### src/rco_pkg.sv
// constants for the reference clock output generator
// assumes a 32-bit AXI4-Lite register bus and one system clock
package rco_pkg;
  // register map
  localparam logic [7:0] RCO_CTRL_OFFSET = 8'h00;
  localparam logic [31:0] RCO_CTRL_RESET = 32'h0000_0000;
  localparam logic [31:0] RCO_WRITE_MASK = 32'h7FFF_BA0F;
  localparam logic [31:0] RCO_RSVD_MASK = 32'h8000_44F0;
  // field positions
  localparam int RCO_DIV_LSB = 16;
  localparam int RCO_DIV_W = 15;
  localparam int RCO_ON_BIT = 15;
  localparam int RCO_IDLE_BIT = 13;
  localparam int RCO_OE_BIT = 12;
  localparam int RCO_SLP_BIT = 11;
  localparam int RCO_PEND_BIT = 9;
  localparam int RCO_ACT_BIT = 8;
  localparam int RCO_SRC_LSB = 0;
  localparam int RCO_SRC_W = 4;
  localparam int RCO_NUM_SRC = 16;
  localparam logic [3:0] RCO_SRC_SYSCLK = 4'h0;
  // bus responses
  localparam logic [1:0] RCO_RESP_OKAY = 2'h0;
  localparam logic [1:0] RCO_RESP_SLVERR = 2'h2;
endpackage

### src/rco_divider.sv
// clock divider core: toggles its output every ratio source edges, or follows the source level when ratio is zero
// assumes tick is a one-cycle pulse on each rising source edge
`timescale 1ns/1ps
`default_nettype none
module rco_divider #(
  parameter int DIV_W = 15
) (
  // clock and reset
  input wire logic clock,
  input wire logic rst_b,
  // control
  input wire logic run,
  input wire logic tick,
  input wire logic srcLevel,
  input wire logic [DIV_W-1:0] ratio,
  input wire logic loadReq,
  // results
  output logic clkOut,
  output logic loadAck
);
  logic [DIV_W-1:0] curRatio;
  logic [DIV_W-1:0] count;
  logic bypass;
  logic wrapNow;

  assign bypass = (curRatio == '0);
  assign wrapNow = tick && (count == curRatio - 1'b1);
  // new ratio only at a clean boundary, so no runt phase
  assign loadAck = loadReq && (!run || bypass || wrapNow);

  always_ff @(posedge clock) begin
    if (!rst_b) begin
      curRatio <= '0;
      count <= '0;
      clkOut <= 1'b0;
    end else begin
      if (loadAck) begin
        curRatio <= ratio;
      end
      if (!run) begin
        count <= '0;
        clkOut <= 1'b0;
      end else if (bypass) begin
        count <= '0;
        clkOut <= srcLevel;
      end else if (wrapNow) begin
        count <= '0;
        clkOut <= !clkOut;
      end else if (tick) begin
        count <= count + 1'b1;
      end
    end
  end

  property p_bypass_follow;
    @(posedge clock) disable iff (!rst_b)
      (run && bypass && !loadAck) |=> (clkOut == $past(srcLevel));
  endproperty
  a_bypass_follow: assert property (p_bypass_follow)
    else $error("undivided output does not follow source");

  property p_div_toggle;
    @(posedge clock) disable iff (!rst_b)
      (run && !bypass && wrapNow) |=> (clkOut != $past(clkOut)) && (count == '0);
  endproperty
  a_div_toggle: assert property (p_div_toggle)
    else $error("divided output missed its toggle");

  property p_div_bound;
    @(posedge clock) disable iff (!rst_b)
      (run && !bypass) |-> (count < curRatio);
  endproperty
  a_div_bound: assert property (p_div_bound)
    else $error("divider count beyond ratio");
endmodule
`default_nettype wire

### src/rco_ref_clock_top.sv
// reference clock output generator with one AXI4-Lite control register
// assumes idle and sleep flags come from the same clock domain;
// the external source clocks are asynchronous and are synchronised here
//
// The address map and the AXI4-Lite interface to the registers were chosen for this implementation.
`timescale 1ns/1ps
`default_nettype none
module rco_ref_clock_top #(
  parameter int ADDR_W = 8
) (
  // clock and reset
  input wire logic clock,
  input wire logic rst_b,
  // AXI4-Lite write address and data
  input wire logic [ADDR_W-1:0] s_axi_awaddr,
  input wire logic s_axi_awvalid,
  output logic s_axi_awready,
  input wire logic [31:0] s_axi_wdata,
  input wire logic [3:0] s_axi_wstrb,
  input wire logic s_axi_wvalid,
  output logic s_axi_wready,
  // AXI4-Lite write response
  output logic [1:0] s_axi_bresp,
  output logic s_axi_bvalid,
  input wire logic s_axi_bready,
  // AXI4-Lite read
  input wire logic [ADDR_W-1:0] s_axi_araddr,
  input wire logic s_axi_arvalid,
  output logic s_axi_arready,
  output logic [31:0] s_axi_rdata,
  output logic [1:0] s_axi_rresp,
  output logic s_axi_rvalid,
  input wire logic s_axi_rready,
  // power modes
  input wire logic idleMode,
  input wire logic sleepMode,
  // source clocks, index 0 unused (system clock)
  input wire logic [rco_pkg::RCO_NUM_SRC-1:0] srcClockIn,
  // generated clock
  output logic genClock,
  output logic refClockOutO,
  output logic refClockOutOe_b
);
  localparam int NSRC = rco_pkg::RCO_NUM_SRC;
  localparam int DW = rco_pkg::RCO_DIV_W;

  // control fields
  logic [DW-1:0] ctrlDiv;
  logic ctrlOn;
  logic ctrlIdleHalt;
  logic ctrlOe;
  logic ctrlSleepRun;
  logic ctrlDivPending;
  logic ctrlActive;
  logic [rco_pkg::RCO_SRC_W-1:0] ctrlSrc;

  // bus state
  logic awHeld;
  logic wHeld;
  logic [ADDR_W-1:0] awAddr;
  logic [31:0] wData;
  logic [3:0] wStrb;

  // source path
  logic [NSRC-1:1] srcSync1;
  logic [NSRC-1:1] srcSync2;
  logic [NSRC-1:1] srcSync3;
  logic sysToggle;
  logic divClk;
  logic loadAck;

  // decode and selection
  wire doWrite = awHeld && wHeld && !s_axi_bvalid;
  wire wrHit = (awAddr == ADDR_W'(rco_pkg::RCO_CTRL_OFFSET));
  wire regWr = doWrite && wrHit;
  wire rdHit = (s_axi_araddr == ADDR_W'(rco_pkg::RCO_CTRL_OFFSET));
  wire rdTake = s_axi_arvalid && s_axi_arready;
  wire [31:0] byteMask = {{8{wStrb[3]}}, {8{wStrb[2]}}, {8{wStrb[1]}}, {8{wStrb[0]}}};
  wire [31:0] wrEn = byteMask & rco_pkg::RCO_WRITE_MASK;
  wire [31:0] curWord = {1'b0, ctrlDiv, ctrlOn, 1'b0, ctrlIdleHalt, ctrlOe, ctrlSleepRun,
                         1'b0, ctrlDivPending, ctrlActive, 4'h0, ctrlSrc};
  wire [31:0] newWord = (curWord & ~wrEn) | (wData & wrEn);
  wire pendSet = regWr && wStrb[1] && wData[rco_pkg::RCO_PEND_BIT];
  wire srcIsSys = (ctrlSrc == rco_pkg::RCO_SRC_SYSCLK);
  wire idleStop = idleMode && ctrlIdleHalt;
  // sleep stop unless run-in-sleep on a non-system source
  wire sleepStop = sleepMode && !(ctrlSleepRun && !srcIsSys);
  wire runGen = ctrlOn && !idleStop && !sleepStop;
  wire [NSRC-1:0] levelVec = {srcSync2, sysToggle};
  wire [NSRC-1:0] edgeVec = {srcSync2 & ~srcSync3, 1'b1};
  wire selLevel = levelVec[ctrlSrc];
  wire selTick = edgeVec[ctrlSrc];

  assign s_axi_awready = !awHeld && !s_axi_bvalid;
  assign s_axi_wready = !wHeld && !s_axi_bvalid;
  assign s_axi_arready = !s_axi_rvalid;

  // write channels, taken in either order
  always_ff @(posedge clock) begin
    if (!rst_b) begin
      awHeld <= 1'b0;
      wHeld <= 1'b0;
      awAddr <= '0;
      wData <= 32'h0000_0000;
      wStrb <= 4'h0;
      s_axi_bvalid <= 1'b0;
      s_axi_bresp <= rco_pkg::RCO_RESP_OKAY;
    end else begin
      if (s_axi_awvalid && s_axi_awready) begin
        awHeld <= 1'b1;
        awAddr <= s_axi_awaddr;
      end
      if (s_axi_wvalid && s_axi_wready) begin
        wHeld <= 1'b1;
        wData <= s_axi_wdata;
        wStrb <= s_axi_wstrb;
      end
      if (doWrite) begin
        awHeld <= 1'b0;
        wHeld <= 1'b0;
        s_axi_bvalid <= 1'b1;
        s_axi_bresp <= wrHit ? rco_pkg::RCO_RESP_OKAY : rco_pkg::RCO_RESP_SLVERR;
      end else if (s_axi_bready) begin
        s_axi_bvalid <= 1'b0;
      end
    end
  end

  // read channel, one cycle to answer
  always_ff @(posedge clock) begin
    if (!rst_b) begin
      s_axi_rvalid <= 1'b0;
      s_axi_rdata <= 32'h0000_0000;
      s_axi_rresp <= rco_pkg::RCO_RESP_OKAY;
    end else if (rdTake) begin
      s_axi_rvalid <= 1'b1;
      s_axi_rdata <= rdHit ? (curWord & ~rco_pkg::RCO_RSVD_MASK) : 32'h0000_0000;
      s_axi_rresp <= rdHit ? rco_pkg::RCO_RESP_OKAY : rco_pkg::RCO_RESP_SLVERR;
    end else if (s_axi_rready) begin
      s_axi_rvalid <= 1'b0;
    end
  end

  // control register; writes while enable and active differ are not guarded
  always_ff @(posedge clock) begin
    if (!rst_b) begin
      ctrlDiv <= rco_pkg::RCO_CTRL_RESET[rco_pkg::RCO_DIV_LSB +: DW];
      ctrlOn <= rco_pkg::RCO_CTRL_RESET[rco_pkg::RCO_ON_BIT];
      ctrlIdleHalt <= rco_pkg::RCO_CTRL_RESET[rco_pkg::RCO_IDLE_BIT];
      ctrlOe <= rco_pkg::RCO_CTRL_RESET[rco_pkg::RCO_OE_BIT];
      ctrlSleepRun <= rco_pkg::RCO_CTRL_RESET[rco_pkg::RCO_SLP_BIT];
      ctrlSrc <= rco_pkg::RCO_CTRL_RESET[rco_pkg::RCO_SRC_LSB +: rco_pkg::RCO_SRC_W];
    end else if (regWr) begin
      ctrlDiv <= newWord[rco_pkg::RCO_DIV_LSB +: DW];
      ctrlOn <= newWord[rco_pkg::RCO_ON_BIT];
      ctrlIdleHalt <= newWord[rco_pkg::RCO_IDLE_BIT];
      ctrlOe <= newWord[rco_pkg::RCO_OE_BIT];
      ctrlSleepRun <= newWord[rco_pkg::RCO_SLP_BIT];
      ctrlSrc <= newWord[rco_pkg::RCO_SRC_LSB +: rco_pkg::RCO_SRC_W];
    end
  end

  // status bits: pending set by a bus write and cleared by hardware, active set and cleared by hardware
  always_ff @(posedge clock) begin
    if (!rst_b) begin
      ctrlDivPending <= rco_pkg::RCO_CTRL_RESET[rco_pkg::RCO_PEND_BIT];
      ctrlActive <= rco_pkg::RCO_CTRL_RESET[rco_pkg::RCO_ACT_BIT];
    end else begin
      if (pendSet) begin
        ctrlDivPending <= 1'b1;
      end else if (loadAck) begin
        ctrlDivPending <= 1'b0;
      end
      // active drops once output parked low
      if (ctrlOn) begin
        ctrlActive <= 1'b1;
      end else if (!divClk) begin
        ctrlActive <= 1'b0;
      end
    end
  end

  // source synchronisers; stage one feeds only stage two
  always_ff @(posedge clock) begin
    if (!rst_b) begin
      srcSync1 <= '0;
      srcSync2 <= '0;
      srcSync3 <= '0;
      sysToggle <= 1'b0;
    end else begin
      srcSync1 <= srcClockIn[NSRC-1:1];
      srcSync2 <= srcSync1;
      srcSync3 <= srcSync2;
      sysToggle <= !sysToggle;
    end
  end

  rco_divider #(
    .DIV_W(DW)
  ) u_divider (
    .clock(clock),
    .rst_b(rst_b),
    .run(runGen),
    .tick(selTick),
    .srcLevel(selLevel),
    .ratio(ctrlDiv),
    .loadReq(ctrlDivPending),
    .clkOut(divClk),
    .loadAck(loadAck)
  );

  assign genClock = divClk;

  always_ff @(posedge clock) begin
    if (!rst_b) begin
      refClockOutO <= 1'b0;
      refClockOutOe_b <= 1'b1;
    end else begin
      refClockOutO <= ctrlOe ? divClk : 1'b0;
      refClockOutOe_b <= !ctrlOe;
    end
  end

  property p_rsvd_zero;
    @(posedge clock) disable iff (!rst_b)
      s_axi_rvalid |-> ((s_axi_rdata & rco_pkg::RCO_RSVD_MASK) == 32'h0000_0000);
  endproperty
  a_rsvd_zero: assert property (p_rsvd_zero)
    else $error("reserved bits read nonzero");

  property p_off_stops;
    @(posedge clock) disable iff (!rst_b)
      (!ctrlOn) [*2] |-> !genClock;
  endproperty
  a_off_stops: assert property (p_off_stops)
    else $error("clock runs while disabled");

  property p_idle_halt;
    @(posedge clock) disable iff (!rst_b)
      (idleMode && ctrlIdleHalt) [*2] |-> !genClock;
  endproperty
  a_idle_halt: assert property (p_idle_halt)
    else $error("clock runs in idle with halt set");

  property p_pin_drive;
    @(posedge clock) disable iff (!rst_b)
      ##1 (refClockOutOe_b == !$past(ctrlOe)) && (refClockOutO == ($past(ctrlOe) && $past(genClock)));
  endproperty
  a_pin_drive: assert property (p_pin_drive)
    else $error("pin drive does not follow output enable");

  property p_sleep_off;
    @(posedge clock) disable iff (!rst_b)
      (sleepMode && !ctrlSleepRun) [*2] |-> !genClock;
  endproperty
  a_sleep_off: assert property (p_sleep_off)
    else $error("clock runs in sleep without run-in-sleep");

  property p_sleep_sys;
    @(posedge clock) disable iff (!rst_b)
      (sleepMode && srcIsSys) [*2] |-> !genClock;
  endproperty
  a_sleep_sys: assert property (p_sleep_sys)
    else $error("run-in-sleep honoured for source zero");

  property p_pend_clear;
    @(posedge clock) disable iff (!rst_b)
      (ctrlDivPending && loadAck && !pendSet) |=> !ctrlDivPending;
  endproperty
  a_pend_clear: assert property (p_pend_clear)
    else $error("pending flag not cleared after switch");

  property p_active_track;
    @(posedge clock) disable iff (!rst_b)
      (ctrlOn |=> ctrlActive) and ($fell(ctrlActive) |-> !$past(ctrlOn) && !$past(divClk));
  endproperty
  a_active_track: assert property (p_active_track)
    else $error("active status does not track request");

  property p_pend_hold;
    @(posedge clock) disable iff (!rst_b)
      (ctrlDivPending && !loadAck) |=> ctrlDivPending;
  endproperty
  a_pend_hold: assert property (p_pend_hold)
    else $error("pending flag dropped before switch");

  property p_active_off;
    @(posedge clock) disable iff (!rst_b)
      (!ctrlOn && !divClk) |=> !ctrlActive;
  endproperty
  a_active_off: assert property (p_active_off)
    else $error("active status held after stop");
endmodule
`default_nettype wire

### config.mk
export PLATFORM = sky130hd
export DESIGN_NAME = rco_ref_clock_top
export DESIGN_NICKNAME = d
export VERILOG_FILES = /design/src/rco_pkg.sv /design/src/rco_divider.sv /design/src/rco_ref_clock_top.sv
export SDC_FILE = /design/constraint.sdc
export NUM_CORES = 1
export LEC_CHECK = 0
export BUFFER_PORTS_ARGS = -buffer_cell sky130_fd_sc_hd__buf_4
export CORE_MARGIN = 4
export CORE_UTILIZATION = 45
export CTS_CLUSTER_SIZE = 20
export DETAILED_ROUTE_END_ITERATION = 6
export HOLD_SLACK_MARGIN = 0.05
export PLACE_DENSITY_LB_ADDON = 0.2
export SYNTH_ARGS = -nofsm -noshare
export SYNTH_HDL_FRONTEND = slang
export SYNTH_SLANG_ARGS = --single-unit
### constraint.sdc
create_clock -name clock -period 2.77 [get_ports clock]
set_clock_uncertainty 0.1 [all_clocks]
set_input_delay 0.554 -clock clock [delete_from_list [all_inputs] [get_ports clock]]
set_output_delay 0.554 -clock clock [all_outputs]
set_load 0.05 [all_outputs]
; ---- After elaboration in Yosys (flattened, before gate mapping)
; Cells that the tools add are included.
[totals]
ff_bits = 187
latch_bits = 0
ramBits = 0
rom_bits = 0
out_inout_bits = 44
n_memories = 0
[classes]
n_addsub = 2
multipliers = 0
div = 0
n_lt_le_gt_ge = 1
eq_ne = 2
n_shift = 0
mux = 17
n_bitwise = 8
n_reduce_logical = 43
[op_table]
columns = op, n
row1 = bitwise AND 31 bit, 2
row2 = two-way mux 31 bit, 1
row3 = inverter 31 bit, 1
row4 = bitwise OR 31 bit, 1
row5 = logical AND 1 bit, 17
row6 = logical NOT 8 bit, 2
row7 = adder 15 x 1 -> 15 bit (second input constant), 1
row8 = bitwise AND 15 bit, 1
row9 = == test 15 bit, 1
row10 = logical NOT 15 bit, 1
row11 = inverter 15 bit, 1
row12 = subtractor 15 x 1 -> 15 bit (second input constant), 1
row13 = logical NOT 1 bit, 12
row14 = two-way mux 1 bit, 12
row15 = binary-select mux 1 bit (select 4 bit), 2
row16 = nonzero test 2 bit, 4
row17 = less-than comparator 4 x 5 -> 1 bit (second input constant), 1
row18 = logical NOT 4 bit, 1
row19 = two-way mux 2 bit, 2
row20 = AND reduction 2 bit, 2
row21 = OR reduction 4 bit, 1
row22 = logical OR 1 bit, 2
row23 = inequality test 2 bit (second input constant), 1
row24 = inverter 1 bit, 2
row25 = OR reduction 2 bit, 1

; ---- Logic depth before layout (Yosys ltp)
; Gate-level depths: netlist of the first run.
[depth]
depth_word = 13
mapped_depth = 11
mapped_depth_nobuf = 9

; ---- Cells and area by module
; From an unflattened synthesis of the first run, not the netlist that was laid out.
[hier_totals]
cells_unflattened = 750
area_unflattened_um2 = 7075.5
[modules_own_cells]
columns = mod, instances, cells_per_inst, area_per_inst_um2
row1 = rco_ref_clock_top, 1, 542, 5243.8
row2 = rco_divider, 1, 208, 1831.8

; ---- Worst setup path after synthesis of the first run
; No wires, ideal clock.
[synth_timing]
path_type = register to register
startpoint = register u_divider.curRatio[0]
endpoint = register u_divider.curRatio[10]
arrival_ps = 2703
path_slack_ps = -105
stages_incl_launch_ff = 12
path_buffers = 2
path_cell_list = dfxtp_1 > inv_1 > ha_1 > buf_1 > o21ba_2 > a221oi_1 > o221ai_2 > a2111oi_4 > o2111ai_2 > a31oi_4 > buf_12 > mux2i_1
[synth_between]
elab_chain_cells = 5
[synth_lines]
columns = item, line
row1 = "start, declared", rco_divider.sv:21  ; logic [DIV_W-1:0] curRatio;
row2 = "start signal, assigned", rco_divider.sv:38  ; curRatio <= ratio;
row3 = subtractor 15 x 1 -> 15 bit, rco_divider.sv:27  ; assign wrapNow = tick && (count == curRatio - 1'b1);
row4 = == test 15 bit, rco_divider.sv:27
row5 = logical AND 1 bit, rco_divider.sv:27
row6 = logical OR 1 bit *, rco_divider.sv:29  ; assign loadAck = loadReq && (!run || bypass || wrapNow);
row7 = logical AND 1 bit *, rco_divider.sv:29
; Mark *: on every way between the ends. The rest lies on a longest branch, timed or not.
; A chain may end at the register's enable or synchronous reset.

; ---- Worst setup path in the final report of the first run
[layout_timing]
startpoint = register u_divider.curRatio[3]
endpoint = register u_divider.curRatio[10]
; Same word-level chain as after synthesis.

==> out/metrics.cfg, run 1 <==
[floorplan]
die_area_mm2=0.0170
ios=121
num_rows=44
fp.dieW_um=130
core_area_mm2=0.0146
die_y_um=130
initial_utilization=0.462

[worst_setup_path]
r2r_slack_ns=0.18
worstReg2RegEnd=u_divider.curRatio[10]
r2r_start=u_divider.curRatio[3]
start_kind=flip-flop
end_kind=flip-flop
r2r_cells=8
crit_arrival_ns=2.83
worstPathRequired_ns=3.01
crit_end=u_divider.curRatio[10]
worstSetupPathType=reg2reg
cp_max_fo=15
cp-startpoint=u_divider.curRatio[3]

[cts]
cts_tree=yes
cts_root_buffer=clkbuf_16
clk_path_buf_depth=2
h-tree-depth=4
clkTransAtPathRegs_ns=0.06
cts-buffers-inserted=17
cts_hold_repair.buffers=0
worstSkewPairLatency_ns=0.42
cts.sinks=171

[yosys]
synth_area_leaders=dfxtp_1 (51%), nand2_1 (8.7%), a21oi_1 (4.5%), and2_1 (4.5%), mux2i_1 (3.7%)
yosysTopAreaCellShare=0.508
synth_top_family_by_area=simple AND/OR/NAND/NOR gates
synthMuxAreaShare=0.0538
ys_ff_latch=171
yosys_warnings=0
yosys.area_share.simple=0.233
synth-edff-count=0
ys_async_sr_fraction=0
syn_inst=752
synth_compound_area_frac=0.117
synth-xor-area-share=0.0403
synth_cell_types=53
syn-cell-area_mm2=0.00674
ys_seq_area_frac=0.508
synth_fa_ha_area_frac=0.00371
yosysTopAreaCell=dfxtp_1
synthFlopType=dfxtp_1
avgSynthCellArea_um2=8.96

[place]
place_ws_ns=0.0764
port_buffers=102
gp_congestion=0.851
dpl.hpwl_um=11300

[cells_and_area]
nNetsFinal=935
area_delta_synth_final_pct=24.5
drive_gt1_frac=0.212
n_antenna_cell=0

[sta]
tightest_slew_ns=0.571
min_period_over_period=0.934
finalCriticalPeriod_ns=2.59
rsz0062_at_grt=false
finalWorstSetupSlack_ns=0.184
relSlewSlack=0.618
setup_violations=0
fmax_mhz=387
fin_tns_setup_ns=0
slew_violations=0
hold_viol=0

[drt]
dr_total_vias=5422
totalWireLength_um=15500
wl_per_cell_um=14.7
drcViolationCount=0
dr.pass1.iters=5
ant_nets=0
dr.first_iter.drc_count=357
vias_per_cell=5.15

[flow_run]
maxCapViolCount=0

[min_path]
hold_path.class=in2reg

[power_and_ir_drop]
vdd_ir_drop_max_mv=0.393
power_per_cell_area_mw_per_mm2=618
p_leak_nw=3.37

[grt]
antenna_found_initial=0
grt_overflow_total=0
grt_pass1_wl_um=25100
grt_pass1_vias=5283
grt_max_degree=51
grt_use_total=0.186

[run_status]
status=completed

==> worst min-delay path by stage <==
| stage | from | to | slack [ns] | cells after the start |
|---|---|---|---|---|
| detailed placement | srcSync1[8] | srcSync2[8] | 0.32 | 1 |
| finish | s_axi_rready | s_axi_rvalid | 0.23 | 2 |
| floorplan | flip-flop | refClockOutOe_b | 0.28 | 1 |
| global route | s_axi_rready | s_axi_rvalid | 0.22 | 2 |
| global placement | sysToggle | sysToggle | 0.30 | 1 |
| CTS | s_axi_rready | s_axi_rvalid | 0.21 | 2 |
==> cell families after synthesis <==
kind of cell | Yosys count
flip-flops | 171
adder cells (fa/ha/maj) | 2
multiplexers | 30
AO/OA/AOI/OAI | 118
XOR/XNOR | 31
AND/OR/NAND/NOR | 336
other | 1
buffers and inverters | 63
==> area by class of cell <==
type	count	area, µm²
flip-flops and latches	171	3420
fillers	1313	6200
multi-input cells	526	3120
repair buffers	127	991
clock inverters	10	108
well taps	184	230
clock buffers	21	470
inverters	13	48.8
==> critical path: stages (launching register included) <==
cell	delay, ns
dfxtp_1	0.37
or3_4	0.41
or4_4	0.52
a21o_1	0.18
a21oi_2	0.15
o2111ai_4	0.18
a31oi_4	0.20
buf_12	0.18
mux2i_1	0.21
==> power breakdown <==
part           total, mW  switching [mW]  leakage, nW  internal, mW
Combinational      0.332           0.197         1.71         0.136
Sequential          2.56          0.0345         1.39          2.53
Clock               2.29           0.973        0.268          1.32
Total               5.19            1.20         3.37          3.98
==> per-layer routing <==
metal / GRT usage / share of wire / vias to the layer above / wire length [µm]
met4: 0.0569 / 0.011 / 0 / 170
met5: 0 / 0 / - / 0
met2: 0.313 / 0.50 / 120 / 7680
met1: 0.237 / 0.45 / 2571 / 6880
met3: 0.0463 / 0.047 / 13 / 728
li1: - / - / 2718 / -
==> through the flow <==
stage,instance area [µm²],utilization,hold WS (ns),power [mW],std cells
2_1_floorplan,6780,-,0.279,2.82,760
3_3_place_gp,7750,0.531,0.296,2.94,1020
3_5_place_dp,7750,0.531,0.321,2.95,1020
4_1_cts,8330,0.571,0.210,5.24,1051
5_1_grt,8390,0.575,0.221,5.39,1052
6_report,8390,0.575,0.233,5.19,1052
==> cell usage in the layout, fill, tap and decap left out, drive strengths merged, types with 16 or more instances in the layout <==
| master | netlist | final |
|---|---|---|
| mux2i | 25 | 25 |
| inv | 13 | 16 |
| xor2 | 23 | 23 |
| dfxtp | 171 | 171 |
| nor2 | 63 | 63 |
| a21oi | 61 | 61 |
| clkbuf | 31 | 21 |
| buf | 19 | 127 |
| and2 | 48 | 48 |
| nand2 | 156 | 156 |
| a22oi | 25 | 25 |
==> repair_timing <==
item / in CTS / in global routing
setup endpoints to repair: 0 / 30
buffers inserted: 0 / 1
gates resized for setup: 0 / 10
==> Yosys cell counts (all sizes together) (3+ instances only) <==
library cell / count
a211oi: 3
inv: 13
nor4: 5
a221oi: 3
clkbuf: 31
and3: 7
nand3: 12
and2: 48
nand4: 4
dfxtp: 171
nand2: 156
xnor2: 8
mux4: 5
nor3: 10
mux2i: 25
buf: 19
a31oi: 6
nor2: 63
nand2b: 6
a21oi: 61
o21ai: 4
a22oi: 25
and4: 5
or4: 5
nor2b: 7
xor2: 23
o221ai: 4
Note: power is estimated with default switching activity, not from simulation.
==> inputs of run 2 (changes only) <==
- CTS_BUF_LIST: unset -> sky130_fd_sc_hd__clkbuf_8
==> run 2 against run 1 <==
  * Cell area shrank 2.4%
  * First-iteration DRC count grew 3.6%
  * Hold slack lost 0.040 ns
  * Combinational power is essentially flat
  * Utilization shrank 1.4 points
  * Register-to-register slack lost 0.05 ns
  * Sequential power is essentially flat
==> out/metrics.cfg, run 2 (same netlist as run 1, synthesis figures left out) <==
[cells_and_area]
area_delta_synth_final_pct=21.5
final_common_cell=dfxtp_1
nNetsFinal=935
n_antenna_cell=0
drive_gt1_frac=0.210
mostFrequentLayoutCells=dfxtp_1 (170), nand2_1 (156), buf_4 (124)
fin_util=0.562

[floorplan]
die_area_mm2=0.0170
num_rows=44
initial_utilization=0.462
ios=121
fp.dieW_um=130
die_y_um=130
core_area_mm2=0.0146

[sta]
finalCriticalPeriod_ns=2.63
hold_viol=0
slew_violations=0
tightest_slew_ns=0.579
min_period_over_period=0.951
fin_tns_setup_ns=0
fmax_mhz=380
relSlewSlack=0.612
rsz0062_at_grt=false
setup_violations=0

[cts]
clk_path_buf_depth=2
h-tree-depth=4
worstSkewPairLatency_ns=0.45
cts_tree=yes
cts.sinks=171
cts-buffers-inserted=17
cts_root_buffer=clkbuf_8
clkTransAtPathRegs_ns=0.09

[power_and_ir_drop]
power_per_cell_area_mw_per_mm2=560
vdd_ir_drop_max_mv=0.430
p_leak_nw=3.28

[place]
port_buffers=102
gp_congestion=0.851
dpl.hpwl_um=11300

[drt]
dr.first_iter.drc_count=370
totalWireLength_um=15200
wl_per_cell_um=14.5
vias_per_cell=5.12
dr_total_vias=5385
dr.pass1.iters=5
drcViolationCount=0
ant_nets=0

[worst_setup_path]
cp_max_fo=15
worstPathCellList=or4_4 > o311ai_2 > o221ai_2 > a2111oi_4 > o2111ai_4 > a31oi_4 > buf_12 > mux2i_1
crit_arrival_ns=2.90
worstReg2RegEnd=u_divider.curRatio[6]
worstSetupPathType=reg2reg
r2r_cells=8
slowest_delay_ns=0.56
r2r_start=u_divider.curRatio[5]
crit_slowest_cell=or4_4
start_kind=flip-flop
r2r_slack_ns=0.14
worstPathRequired_ns=3.04
end_kind=flip-flop

[grt]
grt_max_degree=51
grt_overflow_total=0
grt_use_total=0.184
grt_pass1_vias=5257
antenna_found_initial=0
grt_pass1_wl_um=24900

[flow_run]
maxCapViolCount=0

[min_path]
worstHoldEndpoint=s_axi_rvalid
hold_path.class=in2reg
min_from=s_axi_rready
hold_depth=2

[run_status]
status=completed

## run 2: changes by cell type in the layout (fill, tap and decap cells not counted), sizes merged
cell | before | now
clkbuf | 21 | 20
inv | 16 | 17
## run 2: repair_timing
item                       in CTS  in global routing
buffers inserted                0                  1
hold buffers                    0                  0
hold endpoints to repair        0                  0
gates resized for setup         0                  8
setup endpoints to repair       0                 30
## run 2: cell type report
| cell class | instances | area [µm²] |
|---|---|---|
| multi-input cells | 526 | 3110 |
| repair buffers | 127 | 991 |
| clock inverters | 11 | 111 |
| flip-flops and latches | 171 | 3420 |
| fillers | 1337 | 6400 |
| well taps | 184 | 230 |
| clock buffers | 20 | 275 |
| inverters | 13 | 48.8 |
## run 2: how the worst max path moves through the flow
stage / endpoint / start / cells past startpoint / slack [ns]
after floorplan: u_divider.curRatio[10] / u_divider.curRatio[0] / 11 / 0.04
after global routing: u_divider.curRatio[4] / u_divider.curRatio[0] / 10 / 0.004
after global placement: u_divider.curRatio[2] / u_divider.curRatio[5] / 8 / 0.14
final: u_divider.curRatio[6] / u_divider.curRatio[5] / 8 / 0.14
after CTS: u_divider.curRatio[6] / u_divider.curRatio[3] / 8 / 0.05
after detailed placement: u_divider.curRatio[10] / u_divider.curRatio[3] / 8 / 0.08
## run 2: metal layers
metal,GRT usage,routed length [µm],vias up
li1,-,-,2717
met1,0.236,6850,2550
met2,0.311,7590,109
met3,0.0488,664,9
met4,0.0448,111,0
met5,0,0,-
## run 2: through the flow
stage	instances	hold WS [ns]	setup WS, ns	area, µm²	power [mW]
global placement	1020	0.296	0.136	7750	2.94
CTS	1051	0.171	0.0543	8140	4.62
global route	1052	0.176	0.00368	8190	4.78
detailed placement	1020	0.321	0.0764	7750	2.95
floorplan	760	0.279	0.0353	6780	2.82
finish	1052	0.193	0.136	8190	4.59
## run 2: report_power, final
group | internal (mW) | leakage (nW) | switching, mW
Sequential | 2.53 | 1.39 | 0.0339
Combinational | 0.136 | 1.71 | 0.196
Clock | 0.790 | 0.185 | 0.905
## run 2: critical path: cells and delay by family, from the launching register on
kind                   cells  cell delay (ns)
AO/OA/AOI/OAI              5             1.13
buffers and inverters      1             0.18
AND/OR/NAND/NOR            1             0.56
multiplexers               1             0.20
flip-flops                 1             0.39
==> inputs of run 3 (changes only) <==
==> constraint.sdc (replaced) <==
create_clock -name clock -period 2.77 [get_ports clock]
set_clock_uncertainty 0.1 [all_clocks]
set_input_delay 0 -clock clock [delete_from_list [all_inputs] [get_ports clock]]
set_output_delay 0 -clock clock [all_outputs]
set_load 0.05 [all_outputs]
==> run 3 against run 2 <==
  * Power up 1.4%
  * Cell count up 9.7%
  * Maximum frequency down 3.1%
  * Non-clock buffer count up 101
  * Sequential cell count unchanged
  * Critical path type unchanged
  * Highest routed layer unchanged
==> out/metrics.cfg, run 3 (same netlist as run 1, synthesis figures left out) <==
[place]
gp_congestion=0.888
dp_cells=1015
dpl.hpwl_um=11000
port_buffers=102

[drt]
drcViolationCount=0
dr_total_vias=5964
totalWireLength_um=17000
vias_per_cell=5.17
dr.first_iter.drc_count=374
dr.pass1.iters=7
ant_nets=0
wl_per_cell_um=14.7

[cts]
clkTransAtPathRegs_ns=0.09
cts.sinks=171
cts_root_buffer=clkbuf_8
cts-buffers-inserted=17
h-tree-depth=4
clk_path_buf_depth=2
cts_tree=yes
worstSkewPairLatency_ns=0.46

[worst_setup_path]
cp_max_fo=7
r2r_start=u_divider.curRatio[3]
worstSetupPathType=reg2reg
path_buf_inv=3
slowest_delay_ns=0.51
crit_slowest_cell=or4_4
worstPathCellList=or3_4 > or4_4 > nor4_1 > o2111ai_2 > buf_4 > nand4_1 > buf_6 > clkbuf_16 > nor2_1
cp-startpoint=u_divider.curRatio[3]
end_kind=flip-flop
start_kind=flip-flop
crit_arrival_ns=2.98
critPathTopFamily=simple AND/OR/NAND/NOR gates
worstPathRequired_ns=3.03

[power_and_ir_drop]
p_leak_nw=3.78
vdd_ir_drop_max_mv=0.317
power_per_cell_area_mw_per_mm2=505
power.total_mw=4.65

[sta]
setup_violations=0
hold_viol=0
relSlewSlack=0.353
tightest_slew_ns=0.970
finalCriticalPeriod_ns=2.72
fmax_mhz=368
slew_violations=0
min_period_over_period=0.981

[min_path]
hold_path.class=in2reg
min_from=s_axi_araddr[5]

[floorplan]
die_area_mm2=0.0170
initial_utilization=0.462
core_area_mm2=0.0146
num_rows=44
die_y_um=130
ios=121
fp.dieW_um=130

[flow_run]
maxCapViolCount=0

[cells_and_area]
mostFrequentLayoutCells=dfxtp_1 (168), nand2_1 (156), buf_4 (120)
multiInputGateArea_mm2=0.00310
drive_gt1_frac=0.191
fill_cells=1142
nNetsFinal=1036
seqCellArea_mm2=0.00343
fin_util=0.631
fin_cells=1154
area_delta_synth_final_pct=36.5
final_common_cell=dfxtp_1
n_antenna_cell=0

[grt]
grt_pass1_wl_um=27800
grt_use_total=0.207
grt_overflow_total=0
grt_pass1_vias=5792
antenna_found_initial=0
grt_max_degree=81

[run_status]
status=completed

-- run 3: changes by cell type in the layout (fill, tap and decap cells not counted), sizes merged --
cell / previous run / this run
buf: 127 / 124
bufinv: 1 / 0
clkbuf: 20 / 18
clkinv: 1 / 6
clkinvlp: 5 / 2
dlygate4sd3: 0 / 103
inv: 17 / 20
-- run 3: cell type report --
| type | count | share of cell area |
|---|---|---|
| Inverter | 13 | 0.00530 |
| Multi-Input combinational cell | 526 | 0.337 |
| Timing Repair Buffer | 228 | 0.220 |
| Clock inverter | 15 | 0.0143 |
| Tap cell | 184 | 0.0250 |
| Sequential cell | 171 | 0.373 |
| Clock buffer | 17 | 0.0254 |
-- run 3: what timing repair did --
action / in CTS / in global routing
gates cloned: 0 / 1
buffers inserted: 0 / 3
pin swaps: 0 / 2
endpoints found under the hold margin: 58 / 0
hold buffers: 103 / 0
endpoints found under the setup margin: 26 / 31
resized for setup: 1 / 11
-- run 3: worst paths after layout --
path,endpoint,slack (ns),cells after the start
worst max-delay path,u_divider.count[2],0.05,9
worst min-delay path,s_axi_rdata[8],0.12,6
worst max register to register,u_divider.count[2],0.05,9
worst min register to register,srcSync2[11],0.33,1
-- run 3: power breakdown --
part           switching, mW  internal [mW]  leakage [nW]
registers             0.0360           2.52          1.39
clock network          0.974          0.652         0.185
logic                  0.225          0.238          2.20
-- run 3: per-stage QoR --
stage          cell area, µm²  worst slack [ns]  hold slack (ns)  setup TNS [ns]
2_1_floorplan            6780            0.0353        -0.000976               0
3_3_place_gp             7710            0.0523            0.108               0
3_5_place_dp             7710            -0.138            0.111           -1.58
4_1_cts                  9110           0.00967           0.0978               0
5_1_grt                  9200           -0.0121            0.144         -0.0675
6_report                 9200            0.0530            0.121               0
-- run 3: worst reg2reg max path: stages, from the launching register on --
cell and delay, ns:
dfxtp_4 0.38, or3_4 0.39, or4_4 0.51, nor4_1 0.38
o2111ai_2 0.23, buf_4 0.20, nand4_1 0.09, buf_6 0.15
clkbuf_16 0.15, nor2_1 0.04
-- run 3: layer usage --
| layer | part of all wire | global-route usage |
|---|---|---|
| met3 | 0.043 | 0.0476 |
| met5 | 0 | 0 |
| met4 | 0.021 | 0.0744 |
| met2 | 0.52 | 0.351 |
| met1 | 0.42 | 0.258 |
